===== config.mk =====
export PLATFORM = sky130hd
export DESIGN_NAME = sacs_top
export DESIGN_NICKNAME = d
export VERILOG_FILES = /design/src/verilog/sacs_pkg.sv /design/src/verilog/sacs_sar_core.sv /design/src/verilog/sacs_top.sv
export SDC_FILE = /design/constraint.sdc
export NUM_CORES = 1
export LEC_CHECK = 0
export BUFFER_PORTS_ARGS = -buffer_cell sky130_fd_sc_hd__buf_2
export CAP_MARGIN = 30
export CORE_MARGIN = 1.5
export CORE_UTILIZATION = 58
export DETAILED_ROUTE_END_ITERATION = 16
export PLACE_DENSITY = 0.86
export SLEW_MARGIN = 20
export SYNTH_ARGS = -nofsm -noshare
export SYNTH_HDL_FRONTEND = slang
export SYNTH_SLANG_ARGS = --single-unit

===== constraint.sdc =====
create_clock -name aclk -period 7.45 [get_ports aclk]
set_clock_uncertainty 0.05 [all_clocks]
set_input_delay 1.49 -clock aclk [delete_from_list [all_inputs] [get_ports aclk]]
set_output_delay 1.49 -clock aclk [all_outputs]
set_load 0.02 [all_outputs]

===== src/verilog/sacs_pkg.sv =====
// shared constants and types for the converter control block
package sacs_pkg;
  localparam int unsigned ADDR_W = 4;
  localparam logic [3:0] OFF_SC1 = 4'h0;
  localparam logic [3:0] OFF_SC2 = 4'h4;
  localparam logic [3:0] OFF_RES = 4'h8;
  localparam logic [3:0] OFF_CMP = 4'hc;
  localparam int unsigned RES_W = 10;
  localparam int unsigned CH_W = 5;
  localparam logic [4:0] CH_OFF = 5'h1f;
  localparam logic [4:0] CH_LAST = 5'h1b;
  localparam int unsigned SC1_DONE = 7;
  localparam int unsigned SC1_IEN = 6;
  localparam int unsigned SC1_CONT = 5;
  localparam int unsigned SC2_ACT = 7;
  localparam int unsigned SC2_TRG = 6;
  localparam int unsigned SC2_CMPE = 5;
  localparam int unsigned SC2_GTE = 4;
  localparam int unsigned SC2_M8 = 3;
  localparam int unsigned SC2_CLK = 0;
  localparam logic [7:0] SC1_RST = 8'h1f;
  localparam logic [7:0] SC2_RST = 8'h00;
  localparam logic [1:0] RESP_OK = 2'h0;
  localparam logic [1:0] RESP_DECERR = 2'h3;
  localparam logic [1:0] CLK_BUS = 2'h0;
  localparam logic [1:0] CLK_HALF = 2'h1;
  localparam logic [1:0] CLK_LOCAL = 2'h2;
  localparam logic [1:0] CLK_ALT = 2'h3;
  localparam logic [3:0] SETTLE_CYC = 4'h3;
  typedef enum logic [1:0] {
    ST_IDLE = 2'b00,
    ST_SAMPLE = 2'b01,
    ST_BITS = 2'b11,
    ST_DONE = 2'b10
  } sacs_state_t;
  typedef struct packed {
    logic done;
    logic ien;
    logic cont;
    logic [4:0] ch;
  } sacs_sc1_t;
  typedef struct packed {
    logic trig_hw;
    logic cmp_en;
    logic cmp_gte;
    logic mode8;
    logic [1:0] clk_sel;
  } sacs_cfg_t;
endpackage


===== src/verilog/sacs_sar_core.sv =====
// successive-approximation search engine
`timescale 1ns/1ps
`default_nettype none
module sacs_sar_core (
  // clock and reset
  input wire logic aclk,
  input wire logic aresetn,
  // control
  input wire logic step_en,
  input wire logic start,
  input wire logic abort,
  // comparator
  input wire logic cmp_above,
  // search state
  output logic [9:0] trial,
  output logic busy,
  output logic finish
);
  logic [9:0] trial_q, trial_d;
  logic [9:0] bit_q, bit_d;
  logic fin_q, fin_d;

  // one bit resolved per step, msb first
  always_comb begin
    trial_d = trial_q;
    bit_d = bit_q;
    fin_d = 1'b0;
    if (abort) begin
      bit_d = '0;
    end else if (start) begin
      bit_d = 10'h200;
      trial_d = 10'h200;
    end else if (step_en && bit_q != '0) begin
      if (cmp_above) begin
        trial_d = trial_q & ~bit_q;
      end
      bit_d = bit_q >> 1;
      trial_d = trial_d | (bit_q >> 1);
      fin_d = (bit_q == 10'h001);
    end
  end

  always_ff @(posedge aclk) begin
    if (!aresetn) begin
      trial_q <= '0;
      bit_q <= '0;
      fin_q <= 1'b0;
    end else begin
      trial_q <= trial_d;
      bit_q <= bit_d;
      fin_q <= fin_d;
    end
  end

  assign trial = trial_q;
  assign busy = bit_q != '0;
  assign finish = fin_q;
endmodule
`default_nettype wire


===== src/verilog/sacs_top.sv =====
// converter control block with its register slave
// What this block does
// - any control register write aborts, then restarts in software trigger mode unless channel is all ones
// - compare off: done flag sets at end of every conversion
// - compare on: done flag sets only when compare is true
// - done flag clears on control write or low result read
// - done flag set with interrupt enable high raises interrupt
// - single mode: one conversion per write or per hardware trigger
// - continuous mode: back-to-back conversions after write or hardware event
// - five-bit channel field, codes 0 to 27 pick inputs in order
// - all-ones channel turns converter off and isolates input
// - all-ones write stops continuous mode without extra conversion
// - single mode returns to low power after each conversion
// - linear successive-approximation search, ten bits
// - results right-justified in ten or eight bit format
// - multiplexer offers up to 28 channels
// - conversion clock chosen from four sources
// - compare less-than or greater-or-equal against programmable value
// - hardware trigger input can start conversions
// - trigger select picks software write or hardware trigger
//
// The placing of the registers and the AXI4-Lite register port were decided locally.
`timescale 1ns/1ps
`default_nettype none
module sacs_top (
  // clock and reset
  input wire logic aclk,
  input wire logic aresetn,
  // axi4-lite write
  input wire logic [3:0] s_awaddr,
  input wire logic s_awvalid,
  output logic s_awready,
  input wire logic [31:0] s_wdata,
  input wire logic [3:0] s_wstrb,
  input wire logic s_wvalid,
  output logic s_wready,
  output logic [1:0] s_bresp,
  output logic s_bvalid,
  input wire logic s_bready,
  // axi4-lite read
  input wire logic [3:0] s_araddr,
  input wire logic s_arvalid,
  output logic s_arready,
  output logic [31:0] s_rdata,
  output logic [1:0] s_rresp,
  output logic s_rvalid,
  input wire logic s_rready,
  // analog front end
  input wire logic hw_trigger_in,
  input wire logic alt_clk_tick,
  input wire logic local_clk_tick,
  input wire logic cmp_above,
  output logic [4:0] mux_channel,
  output logic mux_isolate,
  output logic sar_power_on,
  output logic sample_en,
  output logic [9:0] dac_code,
  // status
  output logic conv_active,
  output logic irq
);
  // ---------------------------------------------------------------
  // register state
  // ---------------------------------------------------------------
  sacs_pkg::sacs_sc1_t sc1_q, sc1_d;
  sacs_pkg::sacs_cfg_t cfg_q, cfg_d;
  logic [9:0] cmpv_q, cmpv_d;
  logic [9:0] res_q, res_d;
  logic aw_hold_q, aw_hold_d, w_hold_q, w_hold_d;
  logic [3:0] awa_q, awa_d;
  logic [31:0] wd_q, wd_d;
  logic [3:0] ws_q, ws_d;
  logic bv_q, bv_d, rv_q, rv_d;
  logic [1:0] br_q, br_d, rr_q, rr_d;
  logic [31:0] rd_q, rd_d;
  sacs_pkg::sacs_state_t st_q, st_d;
  logic [3:0] settle_q, settle_d;
  logic half_q, half_d;
  logic trig_prev_q, trig_prev_d;
  logic sc1_wr, res_rd, conv_end, cmp_true, step_en, hw_edge, start, abort;
  logic [9:0] trial;
  logic busy, finish;

  function automatic logic is_off(input logic [4:0] ch);
    is_off = (ch == sacs_pkg::CH_OFF);
  endfunction

  // ---------------------------------------------------------------
  // bus slave
  // ---------------------------------------------------------------
  assign s_awready = !aw_hold_q && !bv_q;
  assign s_wready = !w_hold_q && !bv_q;
  assign s_arready = !rv_q;
  assign s_bvalid = bv_q;
  assign s_bresp = br_q;
  assign s_rvalid = rv_q;
  assign s_rresp = rr_q;
  assign s_rdata = rd_q;

  logic [3:0] wa;
  logic [31:0] wdat;
  logic [3:0] wstb;
  logic wr_go;
  always_comb begin
    aw_hold_d = aw_hold_q;
    w_hold_d = w_hold_q;
    awa_d = awa_q;
    wd_d = wd_q;
    ws_d = ws_q;
    if (s_awvalid && s_awready) begin
      aw_hold_d = 1'b1;
      awa_d = s_awaddr;
    end
    if (s_wvalid && s_wready) begin
      w_hold_d = 1'b1;
      wd_d = s_wdata;
      ws_d = s_wstrb;
    end
    wr_go = aw_hold_d && w_hold_d && !bv_q;
    wa = awa_d;
    wdat = wd_d;
    wstb = ws_d;
    if (wr_go) begin
      aw_hold_d = 1'b0;
      w_hold_d = 1'b0;
    end
  end

  // write decode and register update
  always_comb begin
    sc1_wr = 1'b0;
    cfg_d = cfg_q;
    cmpv_d = cmpv_q;
    bv_d = bv_q && !s_bready;
    br_d = br_q;
    if (wr_go) begin
      bv_d = 1'b1;
      br_d = sacs_pkg::RESP_OK;
      if (wa == sacs_pkg::OFF_SC1) begin
        sc1_wr = wstb[0];
      end else if (wa == sacs_pkg::OFF_SC2) begin
        if (wstb[0]) begin
          cfg_d = {wdat[sacs_pkg::SC2_TRG], wdat[sacs_pkg::SC2_CMPE],
                   wdat[sacs_pkg::SC2_GTE], wdat[sacs_pkg::SC2_M8],
                   wdat[sacs_pkg::SC2_CLK +: 2]};
        end
      end else if (wa == sacs_pkg::OFF_CMP) begin
        if (wstb[0]) cmpv_d[7:0] = wdat[7:0];
        if (wstb[1]) cmpv_d[9:8] = wdat[9:8];
      end else if (wa == sacs_pkg::OFF_RES) begin
        br_d = sacs_pkg::RESP_OK;
      end else begin
        br_d = sacs_pkg::RESP_DECERR;
      end
    end
  end

  // read path
  always_comb begin
    res_rd = 1'b0;
    rv_d = rv_q && !s_rready;
    rr_d = rr_q;
    rd_d = rd_q;
    if (s_arvalid && s_arready) begin
      rv_d = 1'b1;
      rr_d = sacs_pkg::RESP_OK;
      rd_d = '0;
      if (s_araddr == sacs_pkg::OFF_SC1) begin
        rd_d[7:0] = sc1_q;
      end else if (s_araddr == sacs_pkg::OFF_SC2) begin
        rd_d[sacs_pkg::SC2_ACT] = busy || st_q != sacs_pkg::ST_IDLE;
        rd_d[6:0] = {cfg_q.trig_hw, cfg_q.cmp_en, cfg_q.cmp_gte, cfg_q.mode8,
                     1'b0, cfg_q.clk_sel};
      end else if (s_araddr == sacs_pkg::OFF_RES) begin
        rd_d[9:0] = res_q;
        res_rd = 1'b1;
      end else if (s_araddr == sacs_pkg::OFF_CMP) begin
        rd_d[9:0] = cmpv_q;
      end else begin
        rr_d = sacs_pkg::RESP_DECERR;
      end
    end
  end

  // ---------------------------------------------------------------
  // conversion clock select
  // ---------------------------------------------------------------
  always_comb begin
    half_d = !half_q;
    case (cfg_q.clk_sel)
      sacs_pkg::CLK_BUS: step_en = 1'b1;
      sacs_pkg::CLK_HALF: step_en = half_q;
      sacs_pkg::CLK_LOCAL: step_en = local_clk_tick;
      default: step_en = alt_clk_tick;
    endcase
  end

  // ---------------------------------------------------------------
  // sequencer
  // ---------------------------------------------------------------
  assign hw_edge = hw_trigger_in && !trig_prev_q;
  logic [9:0] res_fmt, cmp_ref;
  always_comb begin
    res_fmt = cfg_q.mode8 ? {2'b00, trial[9:2]} : trial;
    // eight-bit mode compares the low byte of the value only
    cmp_ref = cfg_q.mode8 ? {2'b00, cmpv_q[7:0]} : cmpv_q;
    cmp_true = cfg_q.cmp_gte ? (res_fmt >= cmp_ref) : (res_fmt < cmp_ref);
  end
  assign conv_end = finish && st_q == sacs_pkg::ST_BITS;

  always_comb begin
    st_d = st_q;
    settle_d = settle_q;
    trig_prev_d = hw_trigger_in;
    start = 1'b0;
    abort = sc1_wr;
    if (sc1_wr) begin
      st_d = sacs_pkg::ST_IDLE;
      if (!is_off(wdat[4:0]) && !cfg_q.trig_hw) begin
        st_d = sacs_pkg::ST_SAMPLE;
        settle_d = '0;
      end
    end else begin
      case (st_q)
        sacs_pkg::ST_IDLE: begin
          if (cfg_q.trig_hw && hw_edge && !is_off(sc1_q.ch)) begin
            st_d = sacs_pkg::ST_SAMPLE;
            settle_d = '0;
          end
        end
        sacs_pkg::ST_SAMPLE: begin
          if (step_en) begin
            settle_d = settle_q + 4'h1;
            if (settle_q == sacs_pkg::SETTLE_CYC) begin
              st_d = sacs_pkg::ST_BITS;
              start = 1'b1;
            end
          end
        end
        sacs_pkg::ST_BITS: begin
          if (finish) st_d = sacs_pkg::ST_DONE;
        end
        default: begin
          // continuous mode repeats with either trigger select; otherwise drop to low power
          if (sc1_q.cont && !cfg_q.trig_hw) begin
            st_d = sacs_pkg::ST_SAMPLE;
            settle_d = '0;
          end else if (sc1_q.cont && cfg_q.trig_hw) begin
            st_d = sacs_pkg::ST_SAMPLE;
            settle_d = '0;
          end else begin
            st_d = sacs_pkg::ST_IDLE;
          end
        end
      endcase
    end
  end

  // flag, result and control register
  always_comb begin
    sc1_d = sc1_q;
    res_d = res_q;
    if (sc1_wr) begin
      sc1_d.ien = wdat[sacs_pkg::SC1_IEN];
      sc1_d.cont = wdat[sacs_pkg::SC1_CONT];
      sc1_d.ch = wdat[4:0];
    end
    if (sc1_wr || res_rd) sc1_d.done = 1'b0;
    if (conv_end && (!cfg_q.cmp_en || cmp_true)) begin
      sc1_d.done = 1'b1;
      res_d = res_fmt;
    end
  end

  always_ff @(posedge aclk) begin
    if (!aresetn) begin
      sc1_q <= sacs_pkg::SC1_RST;
      cfg_q <= '0;
      cmpv_q <= '0;
      res_q <= '0;
      aw_hold_q <= 1'b0;
      w_hold_q <= 1'b0;
      awa_q <= '0;
      wd_q <= '0;
      ws_q <= '0;
      bv_q <= 1'b0;
      rv_q <= 1'b0;
      br_q <= '0;
      rr_q <= '0;
      rd_q <= '0;
      st_q <= sacs_pkg::ST_IDLE;
      settle_q <= '0;
      half_q <= 1'b0;
      trig_prev_q <= 1'b0;
    end else begin
      sc1_q <= sc1_d;
      cfg_q <= cfg_d;
      cmpv_q <= cmpv_d;
      res_q <= res_d;
      aw_hold_q <= aw_hold_d;
      w_hold_q <= w_hold_d;
      awa_q <= awa_d;
      wd_q <= wd_d;
      ws_q <= ws_d;
      bv_q <= bv_d;
      rv_q <= rv_d;
      br_q <= br_d;
      rr_q <= rr_d;
      rd_q <= rd_d;
      st_q <= st_d;
      settle_q <= settle_d;
      half_q <= half_d;
      trig_prev_q <= trig_prev_d;
    end
  end

  sacs_sar_core u_core (
    .aclk(aclk),
    .aresetn(aresetn),
    .step_en(step_en),
    .start(start),
    .abort(abort),
    .cmp_above(cmp_above),
    .trial(trial),
    .busy(busy),
    .finish(finish)
  );

  // ---------------------------------------------------------------
  // outputs
  // ---------------------------------------------------------------
  assign mux_channel = sc1_q.ch;
  assign mux_isolate = is_off(sc1_q.ch);
  assign sar_power_on = st_q != sacs_pkg::ST_IDLE;
  assign sample_en = st_q == sacs_pkg::ST_SAMPLE;
  assign dac_code = trial;
  assign conv_active = sar_power_on;
  assign irq = sc1_q.done && sc1_q.ien;

  a_irq_level: assert property (@(posedge aclk) disable iff (!aresetn)
    irq && !sc1_wr && !res_rd |=> irq) else $error("irq dropped while flag held");
  a_irq_on_done: assert property (@(posedge aclk) disable iff (!aresetn)
    conv_end && !cfg_q.cmp_en && sc1_q.ien && !sc1_wr |=> irq)
    else $error("irq not raised on done");
  a_off_no_conv: assert property (@(posedge aclk) disable iff (!aresetn)
    mux_isolate |-> !sample_en) else $error("conversion while off");
  a_write_clears: assert property (@(posedge aclk) disable iff (!aresetn)
    sc1_wr && !conv_end |=> !sc1_q.done) else $error("flag not cleared");
  a_done_sets: assert property (@(posedge aclk) disable iff (!aresetn)
    conv_end && !cfg_q.cmp_en |=> sc1_q.done) else $error("flag not set");
  a_cmp_gate: assert property (@(posedge aclk) disable iff (!aresetn)
    conv_end && cfg_q.cmp_en && !cmp_true && !sc1_q.done |=> !sc1_q.done)
    else $error("flag set on false compare");
  a_off_abort: assert property (@(posedge aclk) disable iff (!aresetn)
    sc1_wr && is_off(wdat[4:0]) |=> st_q == sacs_pkg::ST_IDLE)
    else $error("off write started conversion");
  a_sw_start: assert property (@(posedge aclk) disable iff (!aresetn)
    sc1_wr && !is_off(wdat[4:0]) && !cfg_q.trig_hw |=> sample_en)
    else $error("write did not start");
  a_single_idle: assert property (@(posedge aclk) disable iff (!aresetn)
    st_q == sacs_pkg::ST_DONE && !sc1_q.cont && !sc1_wr |=> !sar_power_on)
    else $error("no low power after single");
endmodule
`default_nettype wire

==> summary.md <==
| Metric | Value |
|---|---|
| Tmin final | 3.70 ns |
| # setup viols final | 0 |
| Floorplan row count | 32 |
| Period utilization | 49.7% |
| H-tree depth | 3 |
| Final hold vios | 0 |
| Status | finished, final reports clean |
| DR vias/cell | 5.67 |
| Seq/Total Area, Yosys | 40.3% |
| CP max stage delay | 0.61 ns |
| Core area | 7810 um^2 |
| Post-CTS Setup Repair Bufs | 0 |
| DP Wirelength | 7550 um |
| WL/cell | 15.5 um |
| Yosys reg bits | 95 |
| Syn avg cell area | 9.23 um^2 |
| Synth top area share | 40.3% |
| Area growth, synth to finish | 9.73% |
| Startpoint Class | input pin |
| Gpl congestion | 0.913 |
| Initial antenna violation count | 0 |
| Buffers and inverters on the worst path | 2 |
| Peak VDD IR | 107 uV |
| Syn. warnings | 0 |
| Worst Path Required | 7.72 ns |
| 1st-iter DRT viols | 180 |
| Synth cell types | 57 |
| Final wirelength | 10400 um |
| ANT nets after route | 0 |
| Hold_buf cts | 0 |
| Vias in the first global route | 3614 |
| Worst path slowest cell | nor3b_2 |
| Share of cells above drive strength 1 | 22.1% |
| Critical Setup Path Class | in -> reg |
| Detailed-route via count | 3805 |
| Clock buffer depth | 2 |
| Min Hold Slack | 0.387 ns |
| Power Density | 198 nW/um^2 |
| Clk root buf | clkbuf_8 |
| Die W | 93.2 um |
| Post-cts resize count | 0 |
| Commonest cells after routing, fill and taps aside | dfxtp_1, buf_2, nor2_1 |
| LEAKAGE | 2.31 nW |
| RSZ-0062 raised after global routing | false |
| Synth area leaders | dfxtp_1, mux2i_1, mux2_2 |
| CTS buffer count | 9 |
| I/O pin cnt | 116 |
| Max Freq | 270 MHz |
| CP cell instances | buf_2 -> nor3b_2 -> mux2i_4 -> nor4b_4 -> buf_4 -> nand3b_2 -> nor2_2 -> a32o_1 |
| Max-Cap Viols | 0 |
| Rel. slew slack | 39.8% |
| Synthesized area | 4720 um^2 |
| Cell family with most CP delay | simple AND/OR/NAND/NOR gates |
| Slew Limit Fails | 0 |
| Top FF cell, synth | dfxtp_1 |
| Worst path arrival time | 3.97 ns |
| Die Y | 93.2 um |
| Largest net degree at the start of global routing | 47 |
| Die area | 8690 um^2 |
| Post-synth top area cell | dfxtp_1 |
| Final setup TNS | 0 ns |
| Clk sinks | 95 |
| Clk slew on worst S/H paths | 0.10 ns |
| EDFF count, synth | 0 |
| Worst skew pair latency | 0.37 ns |
| Initial Util | 60.4% |
| Worst setup EP type | register |
| HP Class | reg -> reg |
| Most common cell after layout, fill and taps aside | dfxtp_1 |
| CP max FO | 21 |
| TritonCTS clock tree | done |
| Post-synth ARST share | 0% |
| Grt ovf | 0 |
| # DRC | 0 |
| First-pass DRT Iterations | 5 |
| Global-route wire length before repair | 16800 um |
| GRT Total Usage | 24.5% |
| # diodes | 0 |
| IO buf count | 69 |
| Final #Nets | 630 |
| Least-Margin Pin Slew | 0.895 ns |
| Mapped Cells | 511 |
## cell families (layout without fill, tap and decap cells)
kind of cell / Yosys count / count (layout) / synth area share (%)
fa+ha+maj: 11 / 11 / 2.92
compound gates: 75 / 75 / 11.9
other cells: 1 / 22 / 0.0795
flops: 95 / 95 / 40.3
simple gates: 192 / 192 / 20.5
buf+inv: 67 / 104 / 8.27
mux: 70 / 70 / 16.0
## cells in the mapped netlist, types with 3 or more instances
cell / count
mux2_2: 21
a311oi_1: 3
buf_4: 30
nor4_1: 3
buf_2: 3
nand4_1: 3
nor3_1: 14
nand3_1: 8
a221oi_1: 7
a21o_1: 3
dfxtp_1: 95
clkbuf_1: 11
nor2b_1: 6
and2_1: 10
ha_1: 11
buf_1: 5
a211oi_1: 7
buf_6: 3
a22o_1: 7
o21ai_0: 5
nor2_1: 63
a21oi_1: 21
a32o_1: 9
nand2_1: 55
mux2i_1: 46
inv_1: 15
nand2b_1: 9
## worst reg2reg max path: cells and delay by family (launching register included)
kind	cells	cell delay, ns
AND/OR/NAND/NOR	3	0.72
flip-flops	1	0.70
adder cells (fa/ha/maj)	1	0.32
multiplexers	3	1.05
AO/OA/AOI/OAI	1	0.22
## routing by layer
layer | vias to the layer above | routed length [um] | GRT usage, %
li1 | 1855 | - | -
met1 | 1797 | 4380 | 30.3
met2 | 128 | 5170 | 42.2
met3 | 25 | 576 | 3.09
met4 | 0 | 258 | 11.7
met5 | - | 0 | 0
## cell type report
cell class,count,area [um^2]
clock buffers,9,124
multi-input cells,370,2500
inverters,15,56.3
well taps,102,128
clock inverters,7,87.6
fillers,669,2630
flip-flops and latches,95,1900
repair buffers,73,375
## worst paths after layout
kind	from	endpoint	slack (ns)	cells past startpoint
worst max-delay path	s_awvalid	u_core.trial[6]	3.75	8
worst min-delay path	half_q	half_q	0.39	1
worst max register to register	cfg_q[2]	res_q[3]	4.31	8
worst min register to register	half_q	half_q	0.39	1
## where the power goes
part           internal, mW  leakage, nW  switching [mW]
Combinational        0.0485         1.43          0.0869
Sequential            0.523        0.771          0.0107
Clock                 0.163        0.108           0.195
## flip-flops by register name (all words and copies together), names as in the netlist, 2 cells and up
signal        flops
mux_channel       5
cfg_q             6
settle_q          4
st_q              2
s_rdata          10
awa_q             4
u_core.bit_q     10
u_core.trial     10
wd_q             10
ws_q              2
sc1_q             3
res_q            10
cmpv_q           10
## through the flow
stage / power (mW) / util, % / cell area [um^2] / worst slack, ns / cells
2_1_floorplan: 0.656 / - / 4800 / 4.15 / 532
3_3_place_gp: 0.674 / 63.5 / 4960 / 3.47 / 654
3_5_place_dp: 0.679 / 63.6 / 4970 / 3.40 / 655
4_1_cts: 1.03 / 66.3 / 5180 / 3.75 / 671
5_1_grt: 1.06 / 66.3 / 5180 / 3.54 / 671
6_report: 1.03 / 66.3 / 5180 / 3.75 / 671
Note: power is estimated with default switching activity, not from simulation.
